### config.mk
export PLATFORM = sky130hd
export DESIGN_NAME = tsiu_core
export DESIGN_NICKNAME = d
export VERILOG_FILES = /design/src/hw/tsiu_core.v
export VERILOG_INCLUDE_DIRS = /design/src /design/src/include
export SDC_FILE = /design/constraint.sdc
export NUM_CORES = 1
export LEC_CHECK = 0
export BUFFER_PORTS_ARGS = -buffer_cell sky130_fd_sc_hd__buf_2
export CORE_MARGIN = 3
export CORE_UTILIZATION = 51
export CTS_CLUSTER_SIZE = 8
export DETAILED_ROUTE_END_ITERATION = 10
export PLACE_DENSITY = 0.7
export SLEW_MARGIN = 10
export SYNTH_ARGS = -nofsm -noshare
export SYNTH_HDL_FRONTEND = slang
export SYNTH_SLANG_ARGS = --single-unit
### constraint.sdc
create_clock -name ref_clk -period 6.15 [get_ports ref_clk]
set_clock_uncertainty 0.2 [all_clocks]
set_input_delay 0.9225 -clock ref_clk [delete_from_list [all_inputs] [get_ports ref_clk]]
set_output_delay 0.9225 -clock ref_clk [all_outputs]
set_load 0.01 [all_outputs]
### src/include/tsiu_defines.vh
// Constants for the timer, serial and interrupt unit.
`ifndef TSIU_DEFINES_VH
`define TSIU_DEFINES_VH
// ----------------------------------------
// Register offsets
// ----------------------------------------
`define TSIU_OFS_EDGE_MODE 8'hF5
`define TSIU_OFS_SER_MODE 8'hF6
`define TSIU_OFS_SER_DATA 8'hF7
`define TSIU_OFS_TIMER1 8'hF9
`define TSIU_OFS_TIMER2 8'hFA
`define TSIU_OFS_TIMER3 8'hFB
`define TSIU_OFS_INT_CTRL 8'hFE
`define TSIU_OFS_TIMER_SETUP 8'hFF
// ----------------------------------------
// Field positions
// ----------------------------------------
`define TSIU_EXT1_POL_BIT 4
`define TSIU_EXT2_POL_BIT 5
`define TSIU_SM_CLKSEL_HI 1
`define TSIU_SM_CLKSEL_LO 0
`define TSIU_SM_SERIAL_EN_BIT 2
`define TSIU_SM_RDY_EN_BIT 3
`define TSIU_TS_T1_SRC_BIT 2
`define TSIU_TS_T2_SRC_BIT 3
`define TSIU_TS_T3_SRC_BIT 4
`define TSIU_TS_T2_HALT_BIT 5
// Interrupt control: request bits 0..3 and enables 4..7 in source order.
`define TSIU_IC_REQ_LO 0
`define TSIU_IC_EN_LO 4
// ----------------------------------------
// Reset values and vectors
// ----------------------------------------
`define TSIU_T2_LATCH_RST 8'hFF
`define TSIU_T3_LATCH_RST 8'h07
`define TSIU_SER_CNT_LOAD 3'h7
`define TSIU_REG_RST 8'h00
`define TSIU_VEC_RESET 16'hFFFE
`define TSIU_VEC_EXT1 16'hFFFC
`define TSIU_VEC_TIMER3 16'hFFFA
`define TSIU_VEC_TIMER2 16'hFFF8
`define TSIU_VEC_T1_SER 16'hFFF6
`define TSIU_VEC_EXT2_BRK 16'hFFF4
// ----------------------------------------
// Timing counts
// ----------------------------------------
`define TSIU_PHI_DIV 2'h3
`endif

### src/hw/tsiu_core.v
// Timer, serial port and interrupt priority unit of an 8-bit controller.
`timescale 1ns/1ps
`include "tsiu_defines.vh"
module tsiu_core (
  // Clock and reset
  input wire ref_clk,
  input wire rst,
  // Register port
  input wire [7:0] reg_addr,
  input wire [7:0] reg_wdata,
  input wire reg_wr,
  input wire reg_rd,
  output reg [7:0] reg_rdata,
  // CPU core
  input wire disable_flag,
  input wire break_instruction,
  input wire stop_instruction,
  input wire int_ack,
  output wire int_pending,
  output reg [15:0] int_vector,
  output reg break_flag,
  output wire set_disable,
  // Pins
  input wire ext_one_pin,
  input wire ext_two_pin,
  input wire external_count_input,
  input wire ser_clk_in,
  output reg ser_clk_out,
  output wire ser_clk_oe,
  input wire ser_din,
  output reg ser_dout,
  output wire ser_dout_oe,
  output reg ser_rdy_n,
  output wire ser_rdy_oe
);
  // ----------------------------------------
  // Registers and helpers
  // ----------------------------------------
  reg [7:0] edge_mode_r;
  reg [7:0] ser_mode_r;
  reg [7:0] int_ctrl_r;
  reg [7:0] timer_setup_r;
  reg [7:0] latch_r [0:2];
  reg [7:0] cnt_r [0:2];
  reg [7:0] shift_r;
  reg [2:0] bit_cnt_r;
  reg ser_busy_r;
  reg ser_done_r;
  reg chain_r;
  reg [1:0] phi_div_r;
  reg ser_int_div_r;
  reg [2:0] s1_r, s2_r, s3_r;
  reg [2:0] sync_prev_r;
  reg sclk_prev_r;
  reg [2:0] zero_r;
  wire [2:0] tick;
  wire [2:0] zero_now;
  reg [3:0] req_set;
  reg [7:0] int_ctrl_nxt;

  function wr_hit;
    input [7:0] ofs;
    begin
      wr_hit = reg_wr && (reg_addr == ofs);
    end
  endfunction

  // Edge qualifier: returns a pulse once the later two stages agree on a new level that equals pol.
  function edge_seen;
    input cur;
    input prev;
    input pol;
    begin
      edge_seen = (cur != prev) && (cur == pol);
    end
  endfunction

  wire serial_en = ser_mode_r[`TSIU_SM_SERIAL_EN_BIT];
  wire [1:0] clk_sel = ser_mode_r[`TSIU_SM_CLKSEL_HI:`TSIU_SM_CLKSEL_LO];
  wire int_clk = clk_sel[1];
  wire phi4 = (phi_div_r == `TSIU_PHI_DIV);

  // ----------------------------------------
  // Pin synchronisers
  // ----------------------------------------
  wire [2:0] pins = {external_count_input, ext_two_pin, ext_one_pin};
  always @(posedge ref_clk or posedge rst) begin
    if (rst) begin
      s1_r <= 3'h0;
      s2_r <= 3'h0;
      s3_r <= 3'h0;
      sync_prev_r <= 3'h0;
    end else begin
      s1_r <= pins;
      s2_r <= s1_r;
      s3_r <= s2_r;
      if (s2_r[0] == s3_r[0]) sync_prev_r[0] <= s3_r[0];
      if (s2_r[1] == s3_r[1]) sync_prev_r[1] <= s3_r[1];
      if (s2_r[2] == s3_r[2]) sync_prev_r[2] <= s3_r[2];
    end
  end
  wire [2:0] stable = ~(s2_r ^ s3_r);
  wire ext1_ev = stable[0] &&
    edge_seen(s3_r[0], sync_prev_r[0], edge_mode_r[`TSIU_EXT1_POL_BIT]);
  wire ext2_ev = stable[1] &&
    edge_seen(s3_r[1], sync_prev_r[1], edge_mode_r[`TSIU_EXT2_POL_BIT]);
  wire external_count_input_ev = stable[2] && edge_seen(s3_r[2], sync_prev_r[2], 1'b0);

  // Shift clock synchroniser shares the same three-stage scheme.
  reg sc1_r, sc2_r, sc3_r;
  always @(posedge ref_clk or posedge rst) begin
    if (rst) begin
      sc1_r <= 1'b1;
      sc2_r <= 1'b1;
      sc3_r <= 1'b1;
    end else begin
      sc1_r <= ser_clk_in;
      sc2_r <= sc1_r;
      sc3_r <= sc2_r;
    end
  end

  // ----------------------------------------
  // Timers
  // ----------------------------------------
  assign tick[0] = timer_setup_r[`TSIU_TS_T1_SRC_BIT] ? zero_r[1] : phi4;
  assign tick[1] = chain_r ? phi4 :
    (!timer_setup_r[`TSIU_TS_T2_HALT_BIT] &&
     (timer_setup_r[`TSIU_TS_T2_SRC_BIT] ? zero_r[0] : phi4));
  assign tick[2] = chain_r ? zero_r[1] :
    (timer_setup_r[`TSIU_TS_T3_SRC_BIT] ? external_count_input_ev : zero_r[1]);

  genvar gi;
  generate
    for (gi = 0; gi < 3; gi = gi + 1) begin : g_tmr
      // The three timer latches sit at consecutive offsets.
      localparam integer TMR_OFS = `TSIU_OFS_TIMER1 + gi;
      assign zero_now[gi] = tick[gi] && (cnt_r[gi] == 8'h00);
      always @(posedge ref_clk or posedge rst) begin
        if (rst) begin
          cnt_r[gi] <= (gi == 0) ? `TSIU_REG_RST :
            (gi == 1) ? `TSIU_T2_LATCH_RST : `TSIU_T3_LATCH_RST;
          latch_r[gi] <= (gi == 0) ? `TSIU_REG_RST :
            (gi == 1) ? `TSIU_T2_LATCH_RST : `TSIU_T3_LATCH_RST;
          zero_r[gi] <= 1'b0;
        end else begin
          zero_r[gi] <= zero_now[gi];
          if (stop_instruction && gi != 0) begin
            latch_r[gi] <= (gi == 1) ? `TSIU_T2_LATCH_RST : `TSIU_T3_LATCH_RST;
            cnt_r[gi] <= (gi == 1) ? `TSIU_T2_LATCH_RST : `TSIU_T3_LATCH_RST;
          end else if (wr_hit(TMR_OFS[7:0])) begin
            latch_r[gi] <= reg_wdata;
            cnt_r[gi] <= reg_wdata;
          end else if (tick[gi]) begin
            // Reload on the tick after zero gives a 1/(n+1) division.
            cnt_r[gi] <= (cnt_r[gi] == 8'h00) ? latch_r[gi] : cnt_r[gi] - 8'h01;
          end
        end
      end
    end
  endgenerate

  always @(posedge ref_clk or posedge rst) begin
    if (rst) begin
      phi_div_r <= 2'h0;
      chain_r <= 1'b0;
    end else begin
      phi_div_r <= phi_div_r + 2'h1;
      if (stop_instruction) chain_r <= 1'b1;
      else if (req_set[1]) chain_r <= 1'b0;
    end
  end

  // ----------------------------------------
  // Serial port
  // ----------------------------------------
  wire int_src = (clk_sel == 2'h3) ? phi4 : (zero_r[0] && ser_int_div_r);
  wire ext_fall = !int_clk && sclk_prev_r && !sc3_r && (sc2_r == sc3_r);
  wire ext_rise = !int_clk && !sclk_prev_r && sc3_r && (sc2_r == sc3_r);
  wire int_fall = int_clk && ser_busy_r && int_src && ser_clk_out;
  wire int_rise = int_clk && int_src && !ser_clk_out;
  wire s_fall = serial_en && (int_fall || ext_fall);
  wire s_rise = serial_en && (int_rise || ext_rise);
  wire data_wr = wr_hit(`TSIU_OFS_SER_DATA);

  assign ser_clk_oe = serial_en && int_clk;
  assign ser_dout_oe = serial_en;
  assign ser_rdy_oe = ser_mode_r[`TSIU_SM_RDY_EN_BIT];

  always @(posedge ref_clk or posedge rst) begin
    if (rst) begin
      shift_r <= 8'h00;
      bit_cnt_r <= 3'h0;
      ser_busy_r <= 1'b0;
      ser_done_r <= 1'b0;
      ser_clk_out <= 1'b1;
      ser_dout <= 1'b1;
      ser_rdy_n <= 1'b1;
      sclk_prev_r <= 1'b1;
      ser_int_div_r <= 1'b0;
    end else begin
      ser_done_r <= 1'b0;
      if (sc2_r == sc3_r) sclk_prev_r <= sc3_r;
      if (zero_r[0]) ser_int_div_r <= !ser_int_div_r;
      if (int_fall) ser_clk_out <= 1'b0;
      else if (int_rise) ser_clk_out <= 1'b1;
      if (data_wr) begin
        shift_r <= reg_wdata;
        bit_cnt_r <= `TSIU_SER_CNT_LOAD;
        ser_busy_r <= 1'b1;
        ser_rdy_n <= 1'b0;
      end else begin
        if (s_fall) begin
          ser_dout <= shift_r[0];
          ser_rdy_n <= 1'b1;
        end
        if (s_rise && ser_busy_r) begin
          shift_r <= {ser_din, shift_r[7:1]};
          bit_cnt_r <= bit_cnt_r - 3'h1;
          if (bit_cnt_r == 3'h0) begin
            ser_busy_r <= 1'b0;
            ser_done_r <= 1'b1;
          end
        end
      end
    end
  end

  // ----------------------------------------
  // Interrupt requests and priority
  // ----------------------------------------
  wire [3:0] en = int_ctrl_r[7:4];
  wire [3:0] req = int_ctrl_r[3:0];
  wire [3:0] live = en & req & {4{!disable_flag}};
  reg [1:0] pick;

  always @* begin
    // Bits: 0 ext1, 1 timer3, 2 timer2, 3 timer1 or serial; ext2 is held in the setup register below.
    req_set = 4'h0;
    req_set[0] = ext1_ev;
    req_set[1] = zero_r[2];
    req_set[2] = zero_r[1];
    req_set[3] = serial_en ? ser_done_r : zero_r[0];
    pick = 2'h0;
    if (live[0]) pick = 2'h0;
    else if (live[1]) pick = 2'h1;
    else if (live[2]) pick = 2'h2;
    else pick = 2'h3;
  end

  // Ext2 request lives in the setup register's spare bit 6, its enable in spare bit 7.
  wire ext2_live = timer_setup_r[7] && timer_setup_r[6] && !disable_flag;
  assign int_pending = (|live) || ext2_live || break_instruction;
  assign set_disable = int_ack;

  always @* begin
    int_ctrl_nxt = int_ctrl_r;
    if (wr_hit(`TSIU_OFS_INT_CTRL)) begin
      int_ctrl_nxt[7:4] = reg_wdata[7:4];
      int_ctrl_nxt[3:0] = int_ctrl_r[3:0] & reg_wdata[3:0];
    end
    if (int_ack && |live) int_ctrl_nxt[pick] = 1'b0;
    int_ctrl_nxt[3:0] = int_ctrl_nxt[3:0] | req_set; // Set wins over clear.
  end

  always @(posedge ref_clk or posedge rst) begin
    if (rst) begin
      edge_mode_r <= `TSIU_REG_RST;
      ser_mode_r <= `TSIU_REG_RST;
      int_ctrl_r <= `TSIU_REG_RST;
      timer_setup_r <= `TSIU_REG_RST;
      int_vector <= `TSIU_VEC_RESET;
      break_flag <= 1'b0;
      reg_rdata <= 8'h00;
    end else begin
      int_ctrl_r <= int_ctrl_nxt;
      if (wr_hit(`TSIU_OFS_EDGE_MODE)) edge_mode_r <= reg_wdata;
      if (wr_hit(`TSIU_OFS_SER_MODE)) ser_mode_r <= reg_wdata;
      if (wr_hit(`TSIU_OFS_TIMER_SETUP)) begin
        timer_setup_r[5:0] <= reg_wdata[5:0];
        timer_setup_r[7] <= reg_wdata[7];
        timer_setup_r[6] <= timer_setup_r[6] & reg_wdata[6];
      end
      if (ext2_ev) timer_setup_r[6] <= 1'b1;
      else if (int_ack && !(|live) && ext2_live) timer_setup_r[6] <= 1'b0;
      if (|live) begin
        case (pick)
          2'h0: int_vector <= `TSIU_VEC_EXT1;
          2'h1: int_vector <= `TSIU_VEC_TIMER3;
          2'h2: int_vector <= `TSIU_VEC_TIMER2;
          default: int_vector <= `TSIU_VEC_T1_SER;
        endcase
      end else begin
        int_vector <= `TSIU_VEC_EXT2_BRK;
      end
      if (int_ack) break_flag <= !(|live) && !ext2_live && break_instruction;
      reg_rdata <= 8'h00;
      if (reg_rd) begin
        case (reg_addr)
          `TSIU_OFS_EDGE_MODE: reg_rdata <= edge_mode_r;
          `TSIU_OFS_SER_MODE: reg_rdata <= ser_mode_r;
          `TSIU_OFS_SER_DATA: reg_rdata <= shift_r;
          `TSIU_OFS_TIMER1: reg_rdata <= cnt_r[0];
          `TSIU_OFS_TIMER2: reg_rdata <= cnt_r[1];
          `TSIU_OFS_TIMER3: reg_rdata <= cnt_r[2];
          `TSIU_OFS_INT_CTRL: reg_rdata <= int_ctrl_r;
          `TSIU_OFS_TIMER_SETUP: reg_rdata <= timer_setup_r;
          default: reg_rdata <= 8'h00;
        endcase
      end
    end
  end
endmodule

======== Word-level counts from Yosys, hierarchy flattened ========
Index checks and enable logic that the tools add are counted.
word-level totals
  register bits ........................... 144
  bits of input ports ..................... 29
  logic and storage cells ................. 202
operators by class
  add/sub/neg operators ................... 5
  $lt $le $gt $ge ......................... 2
  equal/unequal tests ..................... 21
  mux-type cells .......................... 52
  bitwise gates (word level) .............. 11
  reduce and logical (&&, ||, !) cells .... 74
operators with widths
  operator             count
  $mux 8               20
  $eq 8x8->1 const B   8
  $pmux 8 s8           1
  $logic_and 1x1->1    42
  $logic_not 8->1      3
  $sub 8x1->8 const B  3
  $mux 1               23
  $mux 16              1
  $reduce_bool 2->1    8
  $and 4x4->4          3
  $pmux 4 s3           1
  $logic_not 1->1      9
  $reduce_bool 3->1    3
  $and 8x8->8          1
  $not 4->8            1
  $mux 7               1
  $eq 1x1->1           6
  $eq 2x2->1 const B   3
  $mux 3               2
  $logic_or 1x1->1     4
  $lt 2x4->1 const B   1
  $mux 2               2
  $or 4x4->4           1
  $reduce_and 2->1     2
  other kinds (13)     16

======== Logic depth before layout (Yosys ltp) ========
Gate-level depths: netlist of run 1.
  depth after elaboration ................. 13
  mapped depth ............................ 9
  mapped depth without buffers ............ 8

======== Least setup slack after synthesis of run 1 ========
No wires, ideal clock.
  kind .................................... input port to output port
  start point ............................. in disable_flag
  end point ............................... out int_pending
  arrival time ............................ 1.648 ns
  required time ........................... 5.027 ns
  path slack .............................. 3.379 ns
  stages on the path ...................... 3
  cell sequence ........................... a41oi_1 > a31o_2 > or2_2
on the way
  longest elaborated chain between the ends .. 5
  elaborated cells on any way between the ends .. 6
  those cells by class .................... bitwise: 1; reduce/logical: 5
RTL lines
  element                            RTL line                          source
  start: declaration                 tsiu_core.v:15                    input wire disable_flag,
  $logic_not 1->1 (*)                tsiu_core.v:234, tsiu_core.v:252
  $and 4x4->4                        tsiu_core.v:234                   wire [3:0] live = en & req & {4{!disable_flag}};
  $reduce_or 4->1                    tsiu_core.v:253                   assign int_pending = (|live) || ext2_live || break_instruction;
  $logic_or 1x1->1 (*) (2 in a row)  tsiu_core.v:253
  end: declaration                   tsiu_core.v:19                    output wire int_pending,
Every way passes the cells marked *; elsewhere a longest branch is shown, timed or not.

======== Worst setup path in the final report of run 1 ========
  start point ............................. reg int_ctrl_r[1]
  end point ............................... out int_pending
on the way
  longest elaborated chain between the ends .. 5
RTL lines
  element                        RTL line         source
  start: declaration             tsiu_core.v:41   reg [7:0] int_ctrl_r;
  start signal: assignment       tsiu_core.v:270  int_ctrl_r <= `TSIU_REG_RST;
  start signal: assignment       tsiu_core.v:276  int_ctrl_r <= int_ctrl_nxt;
  $and 4x4->4 (2 in a row)       tsiu_core.v:234
  $reduce_or 4->1                tsiu_core.v:253
  $logic_or 1x1->1 (2 in a row)  tsiu_core.v:253
Every way passes these cells.

==> key figures, run 1 <==
Status
  • Status: complete, no violations

Clock tree
  • Worst-skew pair later-pin latency: between 0.4 and 0.5 ns
  • Post CTS Setup Buffer Count: 0
  • Clock Pin Slew Worst Setup and Hold Paths: 0.05 ns
  • Post-CTS Hold Buffers: 0
  • Clk buf depth: 2
  • CTS Buf Count: 17
  • CTS root buf: clkbuf_16
  • Clock Sinks: roughly 130
  • CTS tree: built
  • H-tree levels: 4
  • Post_cts resized: 0

Worst setup path
  • Crit start category: register
  • Largest stage delay, worst path: 0.41 ns
  • Critical-path cell list: nand2_1 > a41oi_1 > a31o_2 > or2_2 > buf_2
  • WS Path Type: register to output port
  • Worst EP arrival: around 2.1 ns
  • Buf/Inv on CP: 1
  • Critical path peak fanout: 9
  • CP delay by family, top: compound AO/OA/AOI/OAI gates
  • CP max-delay cell: dfrtp_1
  • WP data required: 5.03 ns
  • Crit. End Element: output port
  • R2R setup slack: ~3.7 ns

Place
  • Gpl congestion: 0.919
  • Placed cells: between 800 and 900
  • Place WS: between 2 and 3 ns
  • DP HPWL: 12,100 um
  • # port buffers: 48

Yosys
  • Syn Area/Cell: around 10 sq um
  • Ranking of synthesized cells by area: dfrtp_1 37%, dfstp_2 12%, mux2_2 6.8%
  • Post-synth top area cell: dfrtp_1
  • Post-synth EDFFs: 0
  • Seq/Total Area, Yosys: 48.9%
  • Cells after Synth: between 600 and 700
  • Flop and latch count out of synthesis: 131
  • Synthesized cell area: about 6800 sq um
  • Number of unique standard cell types used by synthesis: between 70 and 80
  • Asr flop ratio synth: 100%
  • Most used DFF post-synth: dfrtp_1
  • YS warnings: 0
  • Post-synth top area share: between 30% and 40%

Die
  • Total I/O pin count: 62
  • Height of the chip: ~120 um
  • Core area: about 13,000 sq um
  • Initial Util: between 50% and 60%
  • Die area: around 15,000 sq um
  • Die Wd: 121 um
  • Num rows: 41

Pwr
  • Clk pwr share: a little under half
  • Pwr/cell area: between 200 and 300 nW/um^2
  • Leak: 0.00337 uW
  • Pint: 1640 uW
  • Max rail drop VDD: between 0.15 and 0.2 mV
  • Gate power share: around a tenth
  • Net switching power: ~530 uW
  • Net Sw Frac: about a quarter
  • Reg power frac: a little under half

Layout
  • FF/Latch Area: around 3300 sq um
  • N_diodes: 0
  • Non-filler cells in the finished layout: roughly 890
  • Proportion of layout cells with a drive suffix above 1: 22.7%
  • Filler cells: 1,088
  • Area of the multi-input gates: approximately 3100 sq um
  • Fin nets: 747
  • Area grow syn2layout: 12.2%

Drt
  • First-iteration detailed-routing DRC count: 480
  • Detailed-route vias per instance: between 6 and 7
  • WL final: around 18,000 um
  • TritonRoute pass-1 iters: 6
  • Final ANT Viol Nets: 0
  • Via count: roughly 5.4k
  • DRC Markers: 0
  • WL/cell: between 15 and 20 um

Run
  • Max_cap viols: 0

Timing
  • Measured slew at the worst slew-check pin: roughly 1.1 ns
  • Fin crit share: 51.7%
  • Setup TNS Final: 0 ns
  • Tmin final: 3.18 ns
  • Final Hold Viols: 0
  • Setup ws final: between 2 and 3 ns
  • Setup violators final: 0
  • Min Hold Slack: approximately 0.15 ns
  • Max_slew headroom: about a quarter
  • Fin. max-slew vios: 0
  • Achievable frequency: roughly 310 MHz
  • RSZ-0062 raised after global routing: no

GRT
  • Largest net degree at the start of global routing: 72
  • Vias in the first global route: between 5k and 6k
  • Global route total overflow: 0
  • Total Routing Usage GR: between 20% and 30%
  • Initial antenna violation count: 0
  • First-pass GRT wire length: 27,900 um

Hold path
  • Worst Hold Class: register to register
==> cells in the final DEF (no fill, tap or decap), drive strengths merged, types with 7 or more instances in the layout <==
| cell | instances |
|---|---|
| a22oi | 9 |
| nor2 | 53 |
| dfstp | 32 |
| mux2 | 41 |
| clkbuf | 27 |
| dfrtp | 99 |
| conb | 13 |
| nand2 | 66 |
| a31oi | 7 |
| o22ai | 10 |
| nor3b | 9 |
| a21oi | 39 |
| nor3 | 13 |
| mux2i | 24 |
| o211ai | 7 |
| buf | 51 |
| nand2b | 7 |
| ha | 12 |
| o21ai | 35 |
| inv | 27 |
| nand3 | 26 |
| a22o | 8 |
==> cells by family (layout without fill, tap and decap cells) <==
| logic type | count (synthesis) | after routing | share of synthesized area (%) |
|---|---|---|---|
| AO/OA/AOI/OAI | 161 | 161 | 15.6 |
| flip-flops | 131 | 131 | 48.9 |
| buffers and inverters | 78 | 110 | 5.61 |
| adder cells (fa/ha/maj) | 15 | 15 | 2.66 |
| other | 2 | 13 | 0.111 |
| AND/OR/NAND/NOR | 217 | 217 | 15.9 |
| multiplexers | 65 | 65 | 10.3 |
| XOR/XNOR | 7 | 7 | 0.904 |
==> final timing paths <==
check | startpoint | to | cells past startpoint
max in group asynchronous | rst | timer_setup_r[4]$_DFFE_PP0P_ | 3
min in group asynchronous | rst | reg_rdata[0]$_DFF_PP0_ | 2
worst min register to register | s1_r[1]$_DFF_PP0_ | s2_r[1]$_DFF_PP0_ | 0
worst min-delay path | s1_r[1]$_DFF_PP0_ | s2_r[1]$_DFF_PP0_ | 0
worst max-delay path | int_ctrl_r[1]$_DFF_PP0_ | int_pending | 5
worst max register to register | phi_div_r[0]$_DFF_PP0_ | shift_r[3]$_DFFE_PP0P_ | 6
==> through the flow <==
step	area, sq um	utilization, %	power (uW)
4_1_cts	7610	59.3	2190
6_report	7610	59.4	2170
2_1_floorplan	6830	-	1120
3_3_place_gp	7030	54.8	1190
3_5_place_dp	7030	54.8	1200
5_1_grt	7610	59.4	2270
==> cell type report <==
type / count / area share [%]
repair buffers: 51 / 3.45
inverters: 27 / 1.36
clock buffers: 27 / 6.61
clock inverters: 5 / 1.02
multi-input cells: 478 / 41.2
well taps: 172 / 2.83
flip-flops and latches: 131 / 43.6
==> registers in the layout (all words and copies together), names as in the netlist, 2 cells and up <==
signal and flops:
bit_cnt_r 3, cnt_r 24, edge_mode_r 8, int_ctrl_r 8, int_vector 3, latch_r 24, phi_div_r 2, reg_rdata 8
req_set 2, s1_r 3, s2_r 3, s3_r 3, ser_mode_r 8, shift_r 8, sync_prev_r 3, timer_setup_r 8
==> cell usage after synthesis, types with 4 or more instances <==
cell	n
o21ai_0	34
nand2b_1	7
a211oi_1	6
nor2b_1	4
buf_4	15
a22oi_1	9
or3_1	6
mux2_2	41
inv_1	27
xor2_1	4
nand2_1	66
nor2_1	53
nand3b_1	4
clkbuf_1	25
dfrtp_1	99
a31oi_1	7
buf_2	5
nor3_1	13
o21a_1	4
o22ai_1	10
a22o_1	8
dfstp_2	32
a21oi_1	38
nand3_1	26
and3_1	5
mux2i_1	24
a311oi_1	4
nor3b_1	8
o211ai_1	7
ha_1	12
==> power groups by stage <==
stage / Sequential, uW / Clock (uW) / Combinational, uW
final: 982 / 989 / 203
after global routing: 990 / 1050 / 227
after CTS: 981 / 1010 / 203
after detailed placement: 994 / 0 / 202
after global placement: 992 / 0 / 195
after floorplan: 972 / 0 / 153
==> metal layers <==
| layer | GRT usage [%] | part of all wire, % | up-vias |
|---|---|---|---|
| met3 | 5.27 | 6.5 | 29 |
| met5 | 0 | 0 | - |
| met2 | 38.3 | 47 | 202 |
| li1 | - | - | 2461 |
| met1 | 35.0 | 45 | 2684 |
| met4 | 8.40 | 2.0 | 0 |
(Power assumes the default switching activity.)
==> run 2: changes to the inputs <==
==> constraint.sdc (replaced) <==
create_clock -name ref_clk -period 3.3 [get_ports ref_clk]
set_clock_uncertainty 0.2 [all_clocks]
set_input_delay 0.495 -clock ref_clk [delete_from_list [all_inputs] [get_ports ref_clk]]
set_output_delay 0.495 -clock ref_clk [all_outputs]
set_load 0.01 [all_outputs]
==> run 2 against run 1 <==
Worst setup slack got worse by 2.3 ns. Power increased by 85%. Hold slack got worse by 0.090 ns.
==> key figures, run 2 (synthesized netlist as in run 1, its figures left out) <==
Status
  • Status: complete, no violations

Die
  • Height of the chip: around 120 um
  • Total I/O pin count: 62
  • Initial Util: between 50% and 60%
  • Core area: roughly 13,000 sq um
  • Die Wd: around 120 um
  • Die area: ~15,000 sq um
  • Num rows: 41

GRT
  • First-pass GRT wire length: between 20,000 and 30,000 um
  • Vias in the first global route: 5,251
  • Initial antenna violation count: 0
  • Global route total overflow: 0
  • Largest net degree at the start of global routing: 59
  • Total Routing Usage GR: 26.0%

Place
  • Placed cells: 871
  • # port buffers: 48
  • Gpl congestion: between 0.9 and 1
  • DP HPWL: 12,700 um

Timing
  • Fin crit share: about four fifths
  • Fin. max-slew vios: 0
  • Achievable frequency: just under 400 MHz
  • Max_slew headroom: between 40% and 50%
  • Measured slew at the worst slew-check pin: 0.896 ns
  • Final Hold Viols: 0
  • Setup violators final: 0
  • RSZ-0062 raised after global routing: no
  • Setup TNS Final: 0 ns
  • Tmin final: around 2.6 ns

Layout
  • Most common cell after layout, fill and taps aside: dfrtp_1
  • Fin nets: approximately 760
  • Filler cells: 1,135
  • Area of the multi-input gates: ~3100 sq um
  • Most frequent cells in the layout: 99 x dfrtp_1, 66 x nand2_1, 53 x nor2_1, 48 x buf_2, 41 x mux2_2
  • Proportion of layout cells with a drive suffix above 1: approximately a quarter
  • Non-filler cells in the finished layout: just over 900
  • Final Util: 60.4%
  • Biggest regs: cnt_r: 24 flops, latch_r: 24 flops
  • FF/Latch Area: roughly 3300 sq um
  • Area grow syn2layout: 14.1%
  • N_diodes: 0

Worst setup path
  • CP Launch Point: int_ctrl_r[4]$_DFFE_PP0N_
  • R2R setup slack: 0.94 ns
  • Critical Path Sink: int_pending
  • Worst EP arrival: roughly 1.9 ns
  • Crit. End Element: output port
  • Worst R2R Path Depth: 6
  • Worst R2R End: cnt_r[17]$_DFFE_PP0P_
  • Critical path peak fanout: 9
  • Crit start category: register
  • WS Path Type: register to output port
  • Worst r2r src: cnt_r[16]$_DFFE_PP0P_
  • WP data required: between 2 and 3 ns

Run
  • Max_cap viols: 0

Clock tree
  • CTS tree: built
  • H-tree levels: 4
  • Clock Sinks: between 100 and 150
  • CTS root buf: clkbuf_16
  • Post-CTS Hold Buffers: 4
  • Clk buf depth: 2
  • CTS Buf Count: 17
  • Post CTS Setup Buffer Count: 0
  • Worst-skew pair later-pin latency: around 0.43 ns
  • Post_cts resized: 0
  • Clock Pin Slew Worst Setup and Hold Paths: ~0.060 ns

Drt
  • WL/cell: 20.4 um
  • Via count: 5,462
  • Final ANT Viol Nets: 0
  • Detailed-route vias per instance: ~6
  • First-iteration detailed-routing DRC count: about 450
  • WL final: approximately 19,000 um
  • TritonRoute pass-1 iters: 5
  • DRC Markers: 0

Pwr
  • Leak: 0.00344 uW
  • Max rail drop VDD: around 0.34 mV
  • Pwr/cell area: slightly above 500 nW/um^2

Hold path
  • Worst Hold Class: primary input to async pin
run 2: area by class of cell:
cell class	instances	share of cell area [%]
timing repair buffer	67	5.40
sequential	131	42.9
inverter	27	1.36
tap	172	2.78
clock inverter	15	1.70
clock buffer	17	5.50
multi-input combinational	478	40.4
run 2: worst max-delay path, stage by stage (launching register included):
cell and delay (ns):
dfrtp_1 0.43, nand2_1 0.13, a41oi_1 0.11, buf_4 0.18
a31o_2 0.22, or2_2 0.27, buf_2 0.14
run 2: routing by layer:
metal	GRT usage [%]	wire, um
met1	37.0	8250
met2	37.7	8210
met3	5.13	1340
met4	13.0	707
met5	0	0
run 2: worst min-delay path by stage:
stage	cells past startpoint	endpoint	slack, ns	from
3_5_place_dp	0	s2_r[0]$_DFF_PP0_	0.14	s1_r[0]$_DFF_PP0_
2_1_floorplan	0	s2_r[0]$_DFF_PP0_	0.13	s1_r[0]$_DFF_PP0_
4_1_cts	2	reg_rdata[1]$_DFF_PP0_	0.07	rst
3_3_place_gp	0	s2_r[1]$_DFF_PP0_	0.14	s1_r[1]$_DFF_PP0_
6_report	2	ser_busy_r$_DFFE_PP0P_	0.06	rst
5_1_grt	2	reg_rdata[5]$_DFF_PP0_	0.10	rst
run 2: report_power, final:
group          internal [uW]  switching, uW  total (uW)
logic                    167            228         394
clock network           1040            748        1790
registers               1710            117        1830
total                   2920           1090        4010
run 2: metrics by stage:
stage               setup WS, ns  hold slack, ns  cell area [sq um]  total power (uW)
floorplan                   1.01           0.131               6830              2100
global placement           0.681           0.135               7140              2230
detailed placement         0.571           0.139               7140              2240
CTS                        0.710          0.0691               7740              4030
global route               0.629           0.104               7740              4160
finish                     0.714          0.0593               7740              4010
